==> config.mk <==
export PLATFORM = sky130hd
export DESIGN_NAME = port7_gpio
export DESIGN_NICKNAME = d
export VERILOG_FILES = /design/src/shared/port7_pkg.sv /design/src/core/port7_gpio.sv
export SDC_FILE = /design/constraint.sdc
export NUM_CORES = 1
export LEC_CHECK = 0
export BUFFER_PORTS_ARGS = -buffer_cell sky130_fd_sc_hd__buf_2
export CAP_MARGIN = 10
export CORE_MARGIN = 8
export CORE_UTILIZATION = 25
export DETAILED_ROUTE_END_ITERATION = 12
export SYNTH_ARGS = -nofsm -noshare
export SYNTH_HDL_FRONTEND = slang
export SYNTH_SLANG_ARGS = --single-unit
==> constraint.sdc <==
create_clock -name sys_clk -period 3.3 [get_ports sys_clk]
set_clock_uncertainty 0.15 [all_clocks]
set_input_delay 0.495 -clock sys_clk [delete_from_list [all_inputs] [get_ports sys_clk]]
set_output_delay 0.495 -clock sys_clk [all_outputs]
set_load 0.02 [all_outputs]
==> src/shared/port7_pkg.sv <==
/*
 * port7_pkg: register map, reset values and bus carriers for the
 * 8-bit general-purpose port with analog input sharing.
 * assumes: an AXI4-Lite master with 32-bit data on the register side.
 */
package port7_pkg;

    localparam int          PORT_WIDTH      = 8;        // pins on the port
    localparam int          ADDR_WIDTH      = 12;       // word index bits

    // register byte addresses (printed offsets are word indices)
    localparam logic [11:0] DATA_INDEX      = 12'h007;  // port_data_latch
    localparam logic [11:0] DIR_INDEX       = 12'hf9d;  // direction control
    localparam logic [11:0] INSEL_INDEX     = 12'hf9e;  // input select
    localparam logic [13:0] DATA_ADDR       = {DATA_INDEX, 2'b00};
    localparam logic [13:0] DIR_ADDR        = {DIR_INDEX, 2'b00};
    localparam logic [13:0] INSEL_ADDR      = {INSEL_INDEX, 2'b00};

    // values after reset
    localparam logic [7:0]  DATA_RESET      = 8'h00;    // latch cleared
    localparam logic [7:0]  DIR_RESET       = 8'h00;    // all inputs
    localparam logic [7:0]  INSEL_RESET     = 8'hff;    // all digital

    // bus responses
    localparam logic [1:0]  RESP_OKAY       = 2'b00;    // access done
    localparam logic [1:0]  RESP_SLVERR     = 2'b10;    // unmapped address

    // write request as seen by the slave
    typedef struct packed {
        logic [13:0] addr;   // byte address
        logic [31:0] data;   // write data
        logic [3:0]  strb;   // byte enables
    } wr_req_t;

    // read answer held until taken
    typedef struct packed {
        logic [31:0] data;   // read data
        logic [1:0]  resp;   // response code
    } rd_ans_t;

endpackage

==> src/core/port7_gpio.sv <==
/*
 * port7_gpio: 8-bit port with per-bit direction and input select,
 * an output latch, and a read path muxing zero, pin level or latch.
 * assumes: pins and analog lines are synchronous to sys_clk; an
 * AXI4-Lite master issues one write and one read at a time.
 */
// The AXI4-Lite register port was left to the implementer.
// Functional notes
// - eight bits, each input or output independently
// - reset: inputs, digital select set, latch cleared
// - direction one drives pin from latch
// - both zero: analog, digital input disabled
// - input read: zero if analog, else pin
// - output read returns latch regardless of select
// - digital input feeds interrupt and wakeup lines
// - read-modify-write may copy pin into latch
// - non-analog pins stay usable as digital
`timescale 1ns/1ps

module port7_gpio
    import port7_pkg::*;
(
    input  wire logic                  sys_clk,        // 25 MHz clock
    input  wire logic                  sys_rst,        // sync, active high
    // write address channel
    input  wire logic [13:0]           s_axi_awaddr,   // byte address
    input  wire logic                  s_axi_awvalid,  // address offered
    output logic                       s_axi_awready,  // address taken
    // write data channel
    input  wire logic [31:0]           s_axi_wdata,    // write data
    input  wire logic [3:0]            s_axi_wstrb,    // byte enables
    input  wire logic                  s_axi_wvalid,   // data offered
    output logic                       s_axi_wready,   // data taken
    // write response channel
    output logic [1:0]                 s_axi_bresp,    // write response
    output logic                       s_axi_bvalid,   // response valid
    input  wire logic                  s_axi_bready,   // response taken
    // read address channel
    input  wire logic [13:0]           s_axi_araddr,   // byte address
    input  wire logic                  s_axi_arvalid,  // address offered
    output logic                       s_axi_arready,  // address taken
    // read data channel
    output logic [31:0]                s_axi_rdata,    // read data
    output logic [1:0]                 s_axi_rresp,    // read response
    output logic                       s_axi_rvalid,   // data valid
    input  wire logic                  s_axi_rready,   // data taken
    // pins, three signals each
    input  wire logic [PORT_WIDTH-1:0] port_pin_in,    // pin levels
    output logic [PORT_WIDTH-1:0]      port_pin_out,   // pin drive value
    output logic [PORT_WIDTH-1:0]      port_pin_oe,    // high: driving
    // digital input to interrupt and key-on wakeup logic
    output logic [PORT_WIDTH-1:0]      ext_event_in,   // gated pin level
    // analog enable per pin, high while digital path is off
    output logic [PORT_WIDTH-1:0]      analog_select   // pin is analog
);

    // port registers
    logic [PORT_WIDTH-1:0] data_reg;           // output latch
    logic [PORT_WIDTH-1:0] data_next;          // latch next value
    logic [PORT_WIDTH-1:0] dir_reg;            // 1 = output
    logic [PORT_WIDTH-1:0] dir_next;           // direction next
    logic [PORT_WIDTH-1:0] insel_reg;          // 1 = digital input
    logic [PORT_WIDTH-1:0] insel_next;         // select next

    // write side handshake state
    logic    aw_held_reg;                      // address captured
    logic    w_held_reg;                       // data captured
    wr_req_t wr_reg;                           // captured write
    logic    bvalid_reg;                       // response pending
    logic [1:0] bresp_reg;                     // response code
    // read side state
    logic    rvalid_reg;                       // answer pending
    rd_ans_t rd_reg;                           // answer held
    // ready flags, each straight from a flip-flop
    logic    awready_reg;                      // address slot open
    logic    wready_reg;                       // data slot open
    logic    arready_reg;                      // read slot open

    // write channel decode
    wire aw_take   = s_axi_awvalid && awready_reg;   // handshake edge
    wire w_take    = s_axi_wvalid && wready_reg;
    // open a slot the cycle after an offer, none while an answer waits
    wire aw_open   = s_axi_awvalid && !awready_reg && !aw_held_reg
                     && !bvalid_reg;
    wire w_open    = s_axi_wvalid && !wready_reg && !w_held_reg
                     && !bvalid_reg;
    wire aw_have   = aw_held_reg || aw_take;
    wire w_have    = w_held_reg || w_take;
    wire wr_fire   = aw_have && w_have && !bvalid_reg;
    wire [13:0] wr_addr = aw_held_reg ? wr_reg.addr : s_axi_awaddr;
    wire [31:0] wr_data = w_held_reg ? wr_reg.data : s_axi_wdata;
    wire [3:0]  wr_strb = w_held_reg ? wr_reg.strb : s_axi_wstrb;
    wire wr_lane0  = wr_strb[0];               // register sits in lane 0
    wire hit_data  = wr_addr == DATA_ADDR;
    wire hit_dir   = wr_addr == DIR_ADDR;
    wire hit_insel = wr_addr == INSEL_ADDR;
    wire wr_mapped = hit_data || hit_dir || hit_insel;

    // read channel decode
    wire ar_take   = s_axi_arvalid && arready_reg;
    wire ar_open   = s_axi_arvalid && !arready_reg && !rvalid_reg;
    wire rd_data_h = s_axi_araddr == DATA_ADDR;
    wire rd_dir_h  = s_axi_araddr == DIR_ADDR;
    wire rd_ins_h  = s_axi_araddr == INSEL_ADDR;
    wire rd_mapped = rd_data_h || rd_dir_h || rd_ins_h;

    // per-bit pin modes
    wire [PORT_WIDTH-1:0] digital_in = ~dir_reg & insel_reg;
    wire [PORT_WIDTH-1:0] analog_mode = ~dir_reg & ~insel_reg;

    // port read mux: latch if output, pin if digital, else zero
    wire [PORT_WIDTH-1:0] port_view =
        (dir_reg & data_reg)
        | (digital_in & port_pin_in);

    // selected read word, upper bits zero
    wire [PORT_WIDTH-1:0] rd_byte =
        rd_data_h ? port_view :
        rd_dir_h  ? dir_reg   :
        rd_ins_h  ? insel_reg : '0;

    // register next values; lane 0 holds each 8-bit register
    assign data_next  = (wr_fire && hit_data && wr_lane0)
                        ? wr_data[PORT_WIDTH-1:0] : data_reg;
    assign dir_next   = (wr_fire && hit_dir && wr_lane0)
                        ? wr_data[PORT_WIDTH-1:0] : dir_reg;
    assign insel_next = (wr_fire && hit_insel && wr_lane0)
                        ? wr_data[PORT_WIDTH-1:0] : insel_reg;

    // port registers
    always_ff @(posedge sys_clk)
    begin
        if (sys_rst)
        begin
            data_reg  <= DATA_RESET;
            dir_reg   <= DIR_RESET;
            insel_reg <= INSEL_RESET;
        end
        else
        begin
            data_reg  <= data_next;
            dir_reg   <= dir_next;
            insel_reg <= insel_next;
        end
    end

    // ready flags, raised the cycle after an offer is seen
    always_ff @(posedge sys_clk)
    begin
        if (sys_rst)
        begin
            awready_reg <= 1'b0;
            wready_reg  <= 1'b0;
            arready_reg <= 1'b0;
        end
        else
        begin
            awready_reg <= aw_open;            // drops after one take
            wready_reg  <= w_open;
            arready_reg <= ar_open;
        end
    end

    // write address/data capture, either order
    always_ff @(posedge sys_clk)
    begin
        if (sys_rst)
        begin
            aw_held_reg <= 1'b0;
            w_held_reg  <= 1'b0;
            wr_reg      <= '0;
        end
        else if (wr_fire)
        begin
            aw_held_reg <= 1'b0;               // pair consumed
            w_held_reg  <= 1'b0;
        end
        else
        begin
            if (aw_take)
            begin
                aw_held_reg <= 1'b1;
                wr_reg.addr <= s_axi_awaddr;
            end
            if (w_take)
            begin
                w_held_reg  <= 1'b1;
                wr_reg.data <= s_axi_wdata;
                wr_reg.strb <= s_axi_wstrb;
            end
        end
    end

    // write response
    always_ff @(posedge sys_clk)
    begin
        if (sys_rst)
        begin
            bvalid_reg <= 1'b0;
            bresp_reg  <= RESP_OKAY;
        end
        else if (wr_fire)
        begin
            bvalid_reg <= 1'b1;
            bresp_reg  <= wr_mapped ? RESP_OKAY : RESP_SLVERR;
        end
        else if (s_axi_bready)
        begin
            bvalid_reg <= 1'b0;                // response taken
        end
    end

    // read answer, taken once, held until rready
    always_ff @(posedge sys_clk)
    begin
        if (sys_rst)
        begin
            rvalid_reg <= 1'b0;
            rd_reg     <= '0;
        end
        else if (ar_take)
        begin
            rvalid_reg   <= 1'b1;
            rd_reg.data  <= {{(32-PORT_WIDTH){1'b0}}, rd_byte};
            rd_reg.resp  <= rd_mapped ? RESP_OKAY : RESP_SLVERR;
        end
        else if (s_axi_rready)
        begin
            rvalid_reg <= 1'b0;
        end
    end

    // pin and side outputs registered
    always_ff @(posedge sys_clk)
    begin
        if (sys_rst)
        begin
            port_pin_out  <= DATA_RESET;
            port_pin_oe   <= DIR_RESET;
            ext_event_in  <= '0;
            analog_select <= '0;
        end
        else
        begin
            port_pin_out  <= data_next;
            port_pin_oe   <= dir_next;
            ext_event_in  <= ~dir_next & insel_next & port_pin_in;
            analog_select <= ~dir_next & ~insel_next;
        end
    end

    // bus outputs
    assign s_axi_awready = awready_reg;
    assign s_axi_wready  = wready_reg;
    assign s_axi_bvalid  = bvalid_reg;
    assign s_axi_bresp   = bresp_reg;
    assign s_axi_arready = arready_reg;
    assign s_axi_rvalid  = rvalid_reg;
    assign s_axi_rdata   = rd_reg.data;
    assign s_axi_rresp   = rd_reg.resp;
endmodule

==> flow_metrics.py, run 1 <==
metrics = {
    "run_status": {
        "outcome": "completed",
    },
    "sta": {
        "fmax_mhz": 376,
        "final-max-slew-violation-count": 0,
        "slew_headroom_pct": 27.2,
        "period_share_pct": 80.7,
        "hold-worst-slack_ns": 0.267,
        "setup_viol": 0,
        "period_needed_ns": 2.66,
        "rsz0062_at_grt": "no",
        "finalHoldViolCount": 0,
        "tightestPinTransition_ns": 1.09,
        "fin_tns_setup_ns": 0,
    },
    "setup_path": {
        "path_cells": "or4b_4 -> a22oi_4 -> nand4_2 -> buf_4 -> o2111a_1 -> o311a_1",
        "crit_fanout": 14,
        "slowest_delay_ns": 0.63,
        "path_class": "reg2reg",
        "cp_num_buf_inv": 1,
        "crit_family": "compound AO/OA/AOI/OAI gates",
        "critPathCaptureType": "register",
        "slowest_stage": "or4b_4",
        "worstPathArrival_ns": 2.72,
        "cp.required_ns": 3.36,
        "worst_setup_path_start_kind": "register",
    },
    "clock_network": {
        "clk_latency_ns": 0.33,
        "cts_htree_levels": 3,
        "cts_tree": "yes",
        "root_buffer": "clkbuf_16",
        "cts_num_sinks": 80,
        "cts_hold_buffers": 0,
        "numCtsBuffers": 9,
        "clkTransAtPathRegs_ns": 0.06,
        "clk_path_buf_depth": 2,
        "cts_setup_buffers": 0,
        "cts_resized": 0,
    },
    "cells_and_area": {
        "fin_util_pct": 32.1,
        "area_growth_pct": 25.4,
        "insertedDiodeCount": 0,
        "seq_area_sq_um": 1600,
        "multiInputGateArea_sq_um": 1910,
        "num-fill-cells": 1516,
        "largest_register_ffs": 23,
        "layout.nets": 566,
        "drive_gt1_share_pct": 29.3,
    },
    "logic_synthesis": {
        "synth_edf_count": 0,
        "syn_inst": 384,
        "ys_seq_area_share_pct": 43.0,
        "synth_top_cell_by_area": "dfxtp_1",
        "yosysWarningCount": 0,
        "async_flop_share_pct": 0,
        "post_synth.cell_area_avg_sq_um": 9.70,
        "ys_ff_latch": 80,
        "ys_types": 50,
        "synth-main-ff-cell": "dfxtp_1",
        "ys_top_cells_by_area": "dfxtp_1 43%, mux2i_1 12%, buf_4 5.2%, nor2_1 4.0%, a21oi_1 3.1%",
        "syn-cell-area_sq_um": 3720,
        "synth_top_area_share_pct": 43.0,
    },
    "grt": {
        "grt_antenna_before_repair": 0,
        "grt.overflow.total": 0,
        "grt_pass1_vias": 3415,
        "grt_usage_pct": 11.4,
        "grt_start_max_net_pins": 42,
        "grt_pass1_wl_mm": 17.7,
    },
    "placed_design": {
        "place_hpwl_mm": 8.62,
        "port_buffers": 98,
        "routabilityCongestion": 0.811,
    },
    "route": {
        "ant_nets": 0,
        "routedLengthMet1_mm": 4.99,
        "first_pass_iters": 4,
        "via_per_inst": 4.81,
        "route.met3.wl_um": 970,
        "drt_iter0_markers": 178,
        "top_layer_used": "met4",
        "drcViolationCount": 0,
        "wl_mm": 11.3,
        "wl_per_cell_um": 16.6,
        "vias": 3252,
        "route.met2.wl_mm": 5.10,
    },
    "die": {
        "fp-row-count": 44,
        "die_area_sq_um": 19100,
        "num_io_pins": 152,
        "die_x_um": 138,
        "start_util_pct": 25.6,
        "chipHeight_um": 138,
        "coreArea_sq_um": 14500,
    },
    "power_and_ir_drop": {
        "power_density_nw_per_um2": 484,
        "total_power_mw": 2.26,
        "ir_worst_vdd_uv": 196,
        "leakagePower_nw": 2.26,
    },
    "flow_run": {
        "max_cap_viol_count": 0,
    },
    "hold_path": {
        "hold_path.class": "in2reg",
    },
}
[worst register-to-register path: stages (launching register included)]
cell      delay (ns)
dfxtp_1         0.45
or4b_4          0.63
a22oi_4         0.31
nand4_2         0.20
buf_4           0.24
o2111a_1        0.24
o311a_1         0.33
[cells in the final DEF (no fill, tap or decap), drive strengths merged, types with 7 or more instances in the layout]
cell type,count
a21oi,23
a221o,8
a221oi,8
and3b,7
buf,109
clkbuf,10
conb,26
dfxtp,80
inv,11
mux2,10
mux2i,46
nand2,15
nand4,8
nor2,40
nor3,14
nor4b,8
o21ai,17
[power breakdown]
part | switching, mW | internal [mW] | total (mW)
Sequential | 0.0190 | 0.991 | 1.01
Combinational | 0.133 | 0.0789 | 0.212
Clock | 0.381 | 0.660 | 1.04
[area by class of cell]
cell class,count,area share [%]
multi-input combinational,276,40.9
clock buffer,10,4.90
timing repair buffer,109,12.3
inverter,11,0.884
sequential,80,34.3
clock inverter,6,1.80
tap,184,4.93
[kinds of logic after synthesis]
family          synth area share [%]
flops                           43.0
compound gates                  12.8
mux                             15.4
simple gates                    20.5
buf+inv                         8.23
other cells                    0.101
[per-layer routing]
metal  vias up  GRT usage, %
met5         -             0
met4         0          4.46
met3        10          4.35
met2       134          17.7
met1      1542          13.9
li1       1566             -
[Yosys cell counts (all sizes together) (2+ instances only)]
master,n
nand4,8
a22oi,2
and3b,7
mux2i,46
o22ai,3
nand2b,3
a21oi,23
nor4,3
mux2,10
nor4b,8
a221o,8
nand3,5
buf,32
o21ai,17
nand2,15
nor3,14
o211ai,3
clkbuf,10
a221oi,8
inv,11
or4b,3
nand4b,3
or4,2
nor2,40
nor4bb,6
dfxtp,80
[per-stage QoR]
stage                     worst slack (ns)  instances  instance area [sq um]
after floorplan                      0.866        409                   3820
after global placement               0.578        660                   4360
after detailed placement             0.544        660                   4360
after CTS                            0.591        676                   4670
after global routing                 0.453        676                   4670
final                                0.638        676                   4670
[worst paths after layout]
check                                                 start  slack (ns)                           to  depth (start not counted)
worst max-delay path               aw_held_reg$_SDFFE_PP0P_        0.64   ext_event_in[5]$_SDFF_PP0_                          6
worst min-delay path                         s_axi_wdata[3]        0.27       wr_reg[7]$_SDFFE_PP0P_                          3
worst min register to register  s_axi_bresp[1]$_SDFFE_PP0P_        0.31  s_axi_bresp[1]$_SDFFE_PP0P_                          2
worst max register to register     aw_held_reg$_SDFFE_PP0P_        0.64   ext_event_in[5]$_SDFF_PP0_                          6
(Power assumes the default switching activity.)
==> inputs of run 2 (changes only) <==
Settings changed: ABC_AREA set to 1.
Clock period 3.3 ns to 2.45 ns, I/O delays scaled along.
==> run 2 against run 1 <==
Effect of this change:
- first-iteration DRC count is 53% higher
- worst hold slack worse by 0.16 ns
- die area is 8.5% higher
- sequential power is 34% higher
- combinational power is 59% higher
- critical endpoint is now analog_select[2]$_SDFF_PP0_
==> flow_metrics.py, run 2 <==
metrics = {
    "run_status": {
        "outcome": "completed",
    },
    "setup_path": {
        "crit_family": "simple AND/OR/NAND/NOR gates",
        "cp-startpoint": "aw_held_reg$_SDFFE_PP0P_",
        "r2r_slack_ns": 0.29,
        "worstPathArrival_ns": 2.24,
        "worst_setup_path_start_kind": "register",
        "path_class": "reg2reg",
        "crit_fanout": 14,
        "crit_end": "analog_select[2]$_SDFF_PP0_",
        "critPathCaptureType": "register",
        "cp.required_ns": 2.53,
        "crit_cells": 8,
        "r2r_end": "analog_select[2]$_SDFF_PP0_",
        "r2r_start": "aw_held_reg$_SDFFE_PP0P_",
        "slowest_delay_ns": 0.38,
        "crit_top_cell": "buf_4",
        "cp_num_buf_inv": 3,
        "r2r_cells": 8,
        "slowest_stage": "nor2_2",
        "path_cells": "buf_4 -> o21ai_0 -> inv_1 -> nor2_2 -> buf_4 -> nand4_1 -> nand3_1 -> nor2_1",
    },
    "die": {
        "fp-row-count": 46,
        "coreArea_sq_um": 15900,
        "die_x_um": 144,
        "die_area_sq_um": 20700,
        "chipHeight_um": 144,
        "start_util_pct": 25.6,
        "num_io_pins": 152,
    },
    "flow_run": {
        "max_cap_viol_count": 0,
    },
    "cells_and_area": {
        "num-fill-cells": 1778,
        "insertedDiodeCount": 0,
        "fin_area_sq_um": 5040,
        "final_common_cell": "nand2_1",
        "largest_register_ffs": 23,
        "layout.nets": 781,
        "mostFrequentLayoutCells": "132 x nand2_1, 98 x buf_2, 80 x dfxtp_1",
        "drive_gt1_share_pct": 21.2,
        "fin_util_pct": 31.6,
        "area_growth_pct": 23.5,
    },
    "route": {
        "drt_iter0_markers": 272,
        "drcViolationCount": 0,
        "vias": 3977,
        "wl_mm": 12.6,
        "via_per_inst": 4.31,
        "wl_per_cell_um": 13.7,
        "ant_nets": 0,
        "first_pass_iters": 5,
    },
    "sta": {
        "rsz0062_at_grt": "no",
        "period_needed_ns": 2.16,
        "period_share_pct": 88.0,
        "final-max-slew-violation-count": 0,
        "setup_viol": 0,
        "fin_tns_setup_ns": 0,
        "fmax_mhz": 464,
        "finalHoldViolCount": 0,
        "slew_headroom_pct": 64.7,
        "tightestPinTransition_ns": 0.525,
    },
    "logic_synthesis": {
        "yosysWarningCount": 0,
        "ys_ff_latch": 80,
        "synth_top_cell_by_area": "dfxtp_1",
        "syn-cell-area_sq_um": 4080,
        "post-synth-top-count-cell": "nand2_1",
        "ys_seq_area_share_pct": 39.2,
        "post_synth.cell_area_avg_sq_um": 6.77,
        "syn_inst": 603,
        "synth_top_area_share_pct": 39.2,
        "ys_types": 28,
        "async_flop_share_pct": 0,
        "synth-main-ff-cell": "dfxtp_1",
        "synthTopCellsByCount": "132 x nand2_1, 80 x dfxtp_1, 75 x nor2_1, 74 x inv_1, 50 x a21oi_1",
        "ys_top_cells_by_area": "dfxtp_1 39%, nand2_1 12%, nor2_1 6.9%, inv_1 6.8%, a21oi_1 6.1%",
        "synth_edf_count": 0,
    },
    "grt": {
        "grt_start_max_net_pins": 40,
        "grt_pass1_wl_mm": 19.7,
        "grt.overflow.total": 0,
        "grt_usage_pct": 12.4,
        "grt_pass1_vias": 3838,
        "grt_antenna_before_repair": 0,
    },
    "clock_network": {
        "cts_htree_levels": 3,
        "numCtsBuffers": 9,
        "cts_setup_buffers": 0,
        "clk_latency_ns": 0.34,
        "cts_hold_buffers": 0,
        "root_buffer": "clkbuf_16",
        "cts_tree": "yes",
        "clk_path_buf_depth": 2,
        "clkTransAtPathRegs_ns": 0.06,
        "cts_resized": 0,
        "cts_num_sinks": 80,
    },
    "placed_design": {
        "place_hpwl_mm": 9.26,
        "routabilityCongestion": 0.802,
        "placed_area_sq_um": 4720,
        "port_buffers": 98,
    },
    "hold_path": {
        "hold_path.class": "in2reg",
    },
    "power_and_ir_drop": {
        "pwr-share-clk_pct": 46.6,
        "leakagePower_nw": 2.51,
        "pwr-share-seq_pct": 42.7,
        "power_density_nw_per_um2": 626,
        "internal_power_mw": 2.36,
        "ir_worst_vdd_uv": 383,
        "p_comb_share_pct": 10.7,
        "p_sw_mw": 0.798,
        "swShare_pct": 25.3,
    },
}
==> run 2: worst min-delay path by stage <==
| stage | from | to | slack [ns] | cells after the start |
|---|---|---|---|---|
| 2_1_floorplan | wr_reg[43]$_SDFFE_PP0P_ | wr_reg[43]$_SDFFE_PP0P_ | 0.30 | 2 |
| 3_3_place_gp | s_axi_arready$_SDFF_PP0_ | s_axi_arready$_SDFF_PP0_ | 0.27 | 1 |
| 3_5_place_dp | s_axi_arready$_SDFF_PP0_ | s_axi_arready$_SDFF_PP0_ | 0.28 | 1 |
| 4_1_cts | s_axi_awvalid | s_axi_awready$_SDFF_PP0_ | 0.09 | 3 |
| 5_1_grt | s_axi_arvalid | s_axi_arready$_SDFF_PP0_ | 0.12 | 3 |
| 6_report | s_axi_wvalid | s_axi_wready$_SDFF_PP0_ | 0.11 | 3 |
==> run 2: worst min-delay path, delay by kind of cell <==
family | cells | cell delay, ns
buffers and inverters | 1 | 0.10
AND/OR/NAND/NOR | 2 | 0.08
==> run 2: metrics by stage <==
step	worst slack [ns]	cells	total power, mW	hold slack, ns
2_1_floorplan	0.444	628	1.63	0.300
3_3_place_gp	0.269	907	1.71	0.271
3_5_place_dp	0.284	907	1.71	0.280
4_1_cts	0.274	923	3.20	0.0906
5_1_grt	0.114	923	3.29	0.120
6_report	0.294	923	3.16	0.107
==> run 2: cells by family (layout without fill, tap and decap cells) <==
| family | count (synthesis) | in the layout | synth area share (%) |
|---|---|---|---|
| compound gates | 91 | 91 | 11.2 |
| buf+inv | 126 | 205 | 15.0 |
| flops | 80 | 80 | 39.2 |
| other cells | 1 | 26 | 0.0918 |
| simple gates | 305 | 305 | 34.5 |
==> run 2: power groups by stage <==
stage                     Clock, mW  Combinational (mW)  Sequential [mW]
after floorplan                   0               0.235             1.39
after global placement            0               0.333             1.38
after detailed placement          0               0.335             1.38
after CTS                      1.51               0.337             1.35
after global routing           1.56               0.378             1.35
final                          1.47               0.337             1.35
==> run 2: final cells by class <==
type	count	area (sq um)	share of cell area (%)
multi-input combinational	422	1970	39.0
inverter	77	289	5.73
tap	216	270	5.36
clock buffer	11	243	4.81
sequential	80	1600	31.7
clock inverter	5	80.1	1.59
timing repair buffer	112	596	11.8
==> run 2: metal layers <==
metal / vias to the layer above / routed length, um / GRT usage, %
li1: 2081 / - / -
met1: 1748 / 5720 / 15.9
met2: 136 / 5560 / 19.2
met3: 12 / 1120 / 3.48
met4: 0 / 218 / 4.98
met5: - / 0 / 0
==> inputs of run 3 (changes only) <==
Settings changed: MAX_ROUTING_LAYER set to met4, PLACE_DENSITY_LB_ADDON set to 0.1.
==> run 3 against run 2 <==
Effect of this change:
- register-to-register slack about the same
- combinational power up 1%
- flip-flop and latch count unchanged
- sequential power about the same
- worst hold slack about the same
- power down 4.9%
- clock power down 11%
- global-route usage up 0.75 points
- non-clock buffer count down 1
- highest routed layer unchanged
==> flow_metrics.py, run 3 (synthesis gave the netlist of run 2 again) <==
metrics = {
    "grt": {
        "grt_pass1_vias": 3835,
        "grt_antenna_before_repair": 0,
        "grt_start_max_net_pins": 32,
        "grt_pass1_wl_mm": 20.3,
        "grt.overflow.total": 0,
        "grt_usage_pct": 13.1,
    },
    "route": {
        "first_pass_iters": 5,
        "wl_mm": 13.1,
        "via_per_inst": 4.35,
        "wl_per_cell_um": 14.2,
        "drcViolationCount": 0,
        "drt_iter0_markers": 300,
        "vias": 4007,
        "ant_nets": 0,
    },
    "setup_path": {
        "crit_family": "simple AND/OR/NAND/NOR gates",
        "r2r_end": "port_pin_out[6]$_SDFFE_PP0P_",
        "path_cells": "buf_4 -> o21ai_0 -> nand2_1 -> nor3_1 -> nand3_4 -> o21ai_0 -> nor2_1",
        "slowest_delay_ns": 0.35,
        "cp.required_ns": 2.53,
        "worstPathArrival_ns": 2.25,
        "crit_top_cell": "o21ai_0",
        "cp_num_buf_inv": 1,
        "r2r_cells": 7,
        "path_class": "reg2reg",
        "slowest_stage": "nor3_1",
        "r2r_start": "aw_held_reg$_SDFFE_PP0P_",
        "critPathCaptureType": "register",
        "crit_fanout": 16,
        "worst_setup_path_start_kind": "register",
        "r2r_slack_ns": 0.29,
    },
    "clock_network": {
        "cts_htree_levels": 3,
        "clk_path_buf_depth": 2,
        "cts_hold_buffers": 0,
        "root_buffer": "clkbuf_16",
        "cts_resized": 0,
        "cts_num_sinks": 80,
        "clkTransAtPathRegs_ns": 0.06,
        "cts_setup_buffers": 0,
        "clk_latency_ns": 0.35,
        "cts_tree": "yes",
        "numCtsBuffers": 9,
    },
    "placed_design": {
        "port_buffers": 98,
        "routabilityCongestion": 0.781,
        "dp_cells": 906,
        "place_hpwl_mm": 9.70,
        "placed_area_sq_um": 4740,
    },
    "sta": {
        "fin_tns_setup_ns": 0,
        "finalHoldViolCount": 0,
        "fmax_mhz": 462,
        "final-max-slew-violation-count": 0,
        "period_needed_ns": 2.16,
        "period_share_pct": 88.4,
        "rsz0062_at_grt": "no",
        "setup_viol": 0,
        "hold-worst-slack_ns": 0.108,
        "tightestPinTransition_ns": 0.502,
        "slew_headroom_pct": 66.5,
    },
    "cells_and_area": {
        "fin_area_sq_um": 5030,
        "layout.nets": 780,
        "largest_register_ffs": 23,
        "final_common_cell": "nand2_1",
        "area_growth_pct": 23.1,
        "mostFrequentLayoutCells": "132 x nand2_1, 98 x buf_2, 80 x dfxtp_1",
        "insertedDiodeCount": 0,
        "layout.cells.non_filler": 922,
        "num-fill-cells": 1807,
        "drive_gt1_share_pct": 21.2,
    },
    "power_and_ir_drop": {
        "power_density_nw_per_um2": 597,
        "leakagePower_nw": 2.50,
        "ir_worst_vdd_uv": 327,
    },
    "hold_path": {
        "hold_depth": 3,
        "hold_path.class": "in2reg",
        "min-delay-start": "s_axi_arvalid",
        "min_to": "s_axi_arready$_SDFF_PP0_",
    },
    "run_status": {
        "outcome": "completed",
    },
    "die": {
        "die_x_um": 144,
        "chipHeight_um": 144,
        "fp-row-count": 46,
        "start_util_pct": 25.6,
        "die_area_sq_um": 20700,
        "coreArea_sq_um": 15900,
        "num_io_pins": 152,
    },
    "flow_run": {
        "max_cap_viol_count": 0,
    },
}
## run 3: cell types whose count changed in the layout (fill, tap and decap cells not counted)
| cell | before | now |
|---|---|---|
| buf_4 | 14 | 11 |
| inv_6 | 0 | 3 |
| buf_12 | 0 | 2 |
| bufinv_16 | 2 | 0 |
| clkbuf_1 | 1 | 0 |
| clkbuf_8 | 1 | 0 |
| clkinv_2 | 1 | 0 |
| clkinv_4 | 0 | 1 |
| inv_8 | 0 | 1 |
## run 3: stage by stage
stage | setup slack, ns | util [%] | total power [mW]
after floorplan | 0.444 | - | 1.63
after global placement | 0.316 | 29.7 | 1.72
after detailed placement | 0.293 | 29.7 | 1.72
after CTS | 0.277 | 31.5 | 3.06
after global routing | 0.119 | 31.5 | 3.15
final | 0.285 | 31.5 | 3.00
## run 3: power breakdown
group	total [mW]	switching, mW	internal (mW)
clock network	1.31	0.606	0.706
registers	1.35	0.0139	1.33
logic	0.341	0.234	0.108
## run 3: cell type report
cell class	count	area (sq um)	share of cell area, %
clock buffers	9	225	4.48
clock inverters	7	61.3	1.22
inverters	77	289	5.75
multi-input cells	422	1970	39.1
flip-flops and latches	80	1600	31.9
well taps	216	270	5.38
repair buffers	111	613	12.2
## run 3: how the worst max path moves through the flow
| stage | from | end | slack, ns | depth (start not counted) |
|---|---|---|---|---|
| finish | aw_held_reg$_SDFFE_PP0P_ | port_pin_out[6]$_SDFFE_PP0P_ | 0.29 | 7 |
| global route | aw_held_reg$_SDFFE_PP0P_ | port_pin_out[6]$_SDFFE_PP0P_ | 0.12 | 7 |
| CTS | aw_held_reg$_SDFFE_PP0P_ | port_pin_out[6]$_SDFFE_PP0P_ | 0.28 | 7 |
| detailed placement | aw_held_reg$_SDFFE_PP0P_ | port_pin_out[6]$_SDFFE_PP0P_ | 0.29 | 7 |
| global placement | aw_held_reg$_SDFFE_PP0P_ | port_pin_out[6]$_SDFFE_PP0P_ | 0.32 | 7 |
| floorplan | s_axi_awready$_SDFF_PP0_ | port_pin_out[0]$_SDFFE_PP0P_ | 0.44 | 8 |
## run 3: routing by layer
layer / global-route usage [%] / share of wire [%]
met3: 3.32 / 7.1
met4: 5.04 / 1.5
met2: 19.8 / 44
met1: 16.6 / 48
met5: - / 0
## run 3: worst min-delay path, cell delays in order
cell and delay [ns]:
buf_2 0.10, nand2_1 0.05, nor3_1 0.04
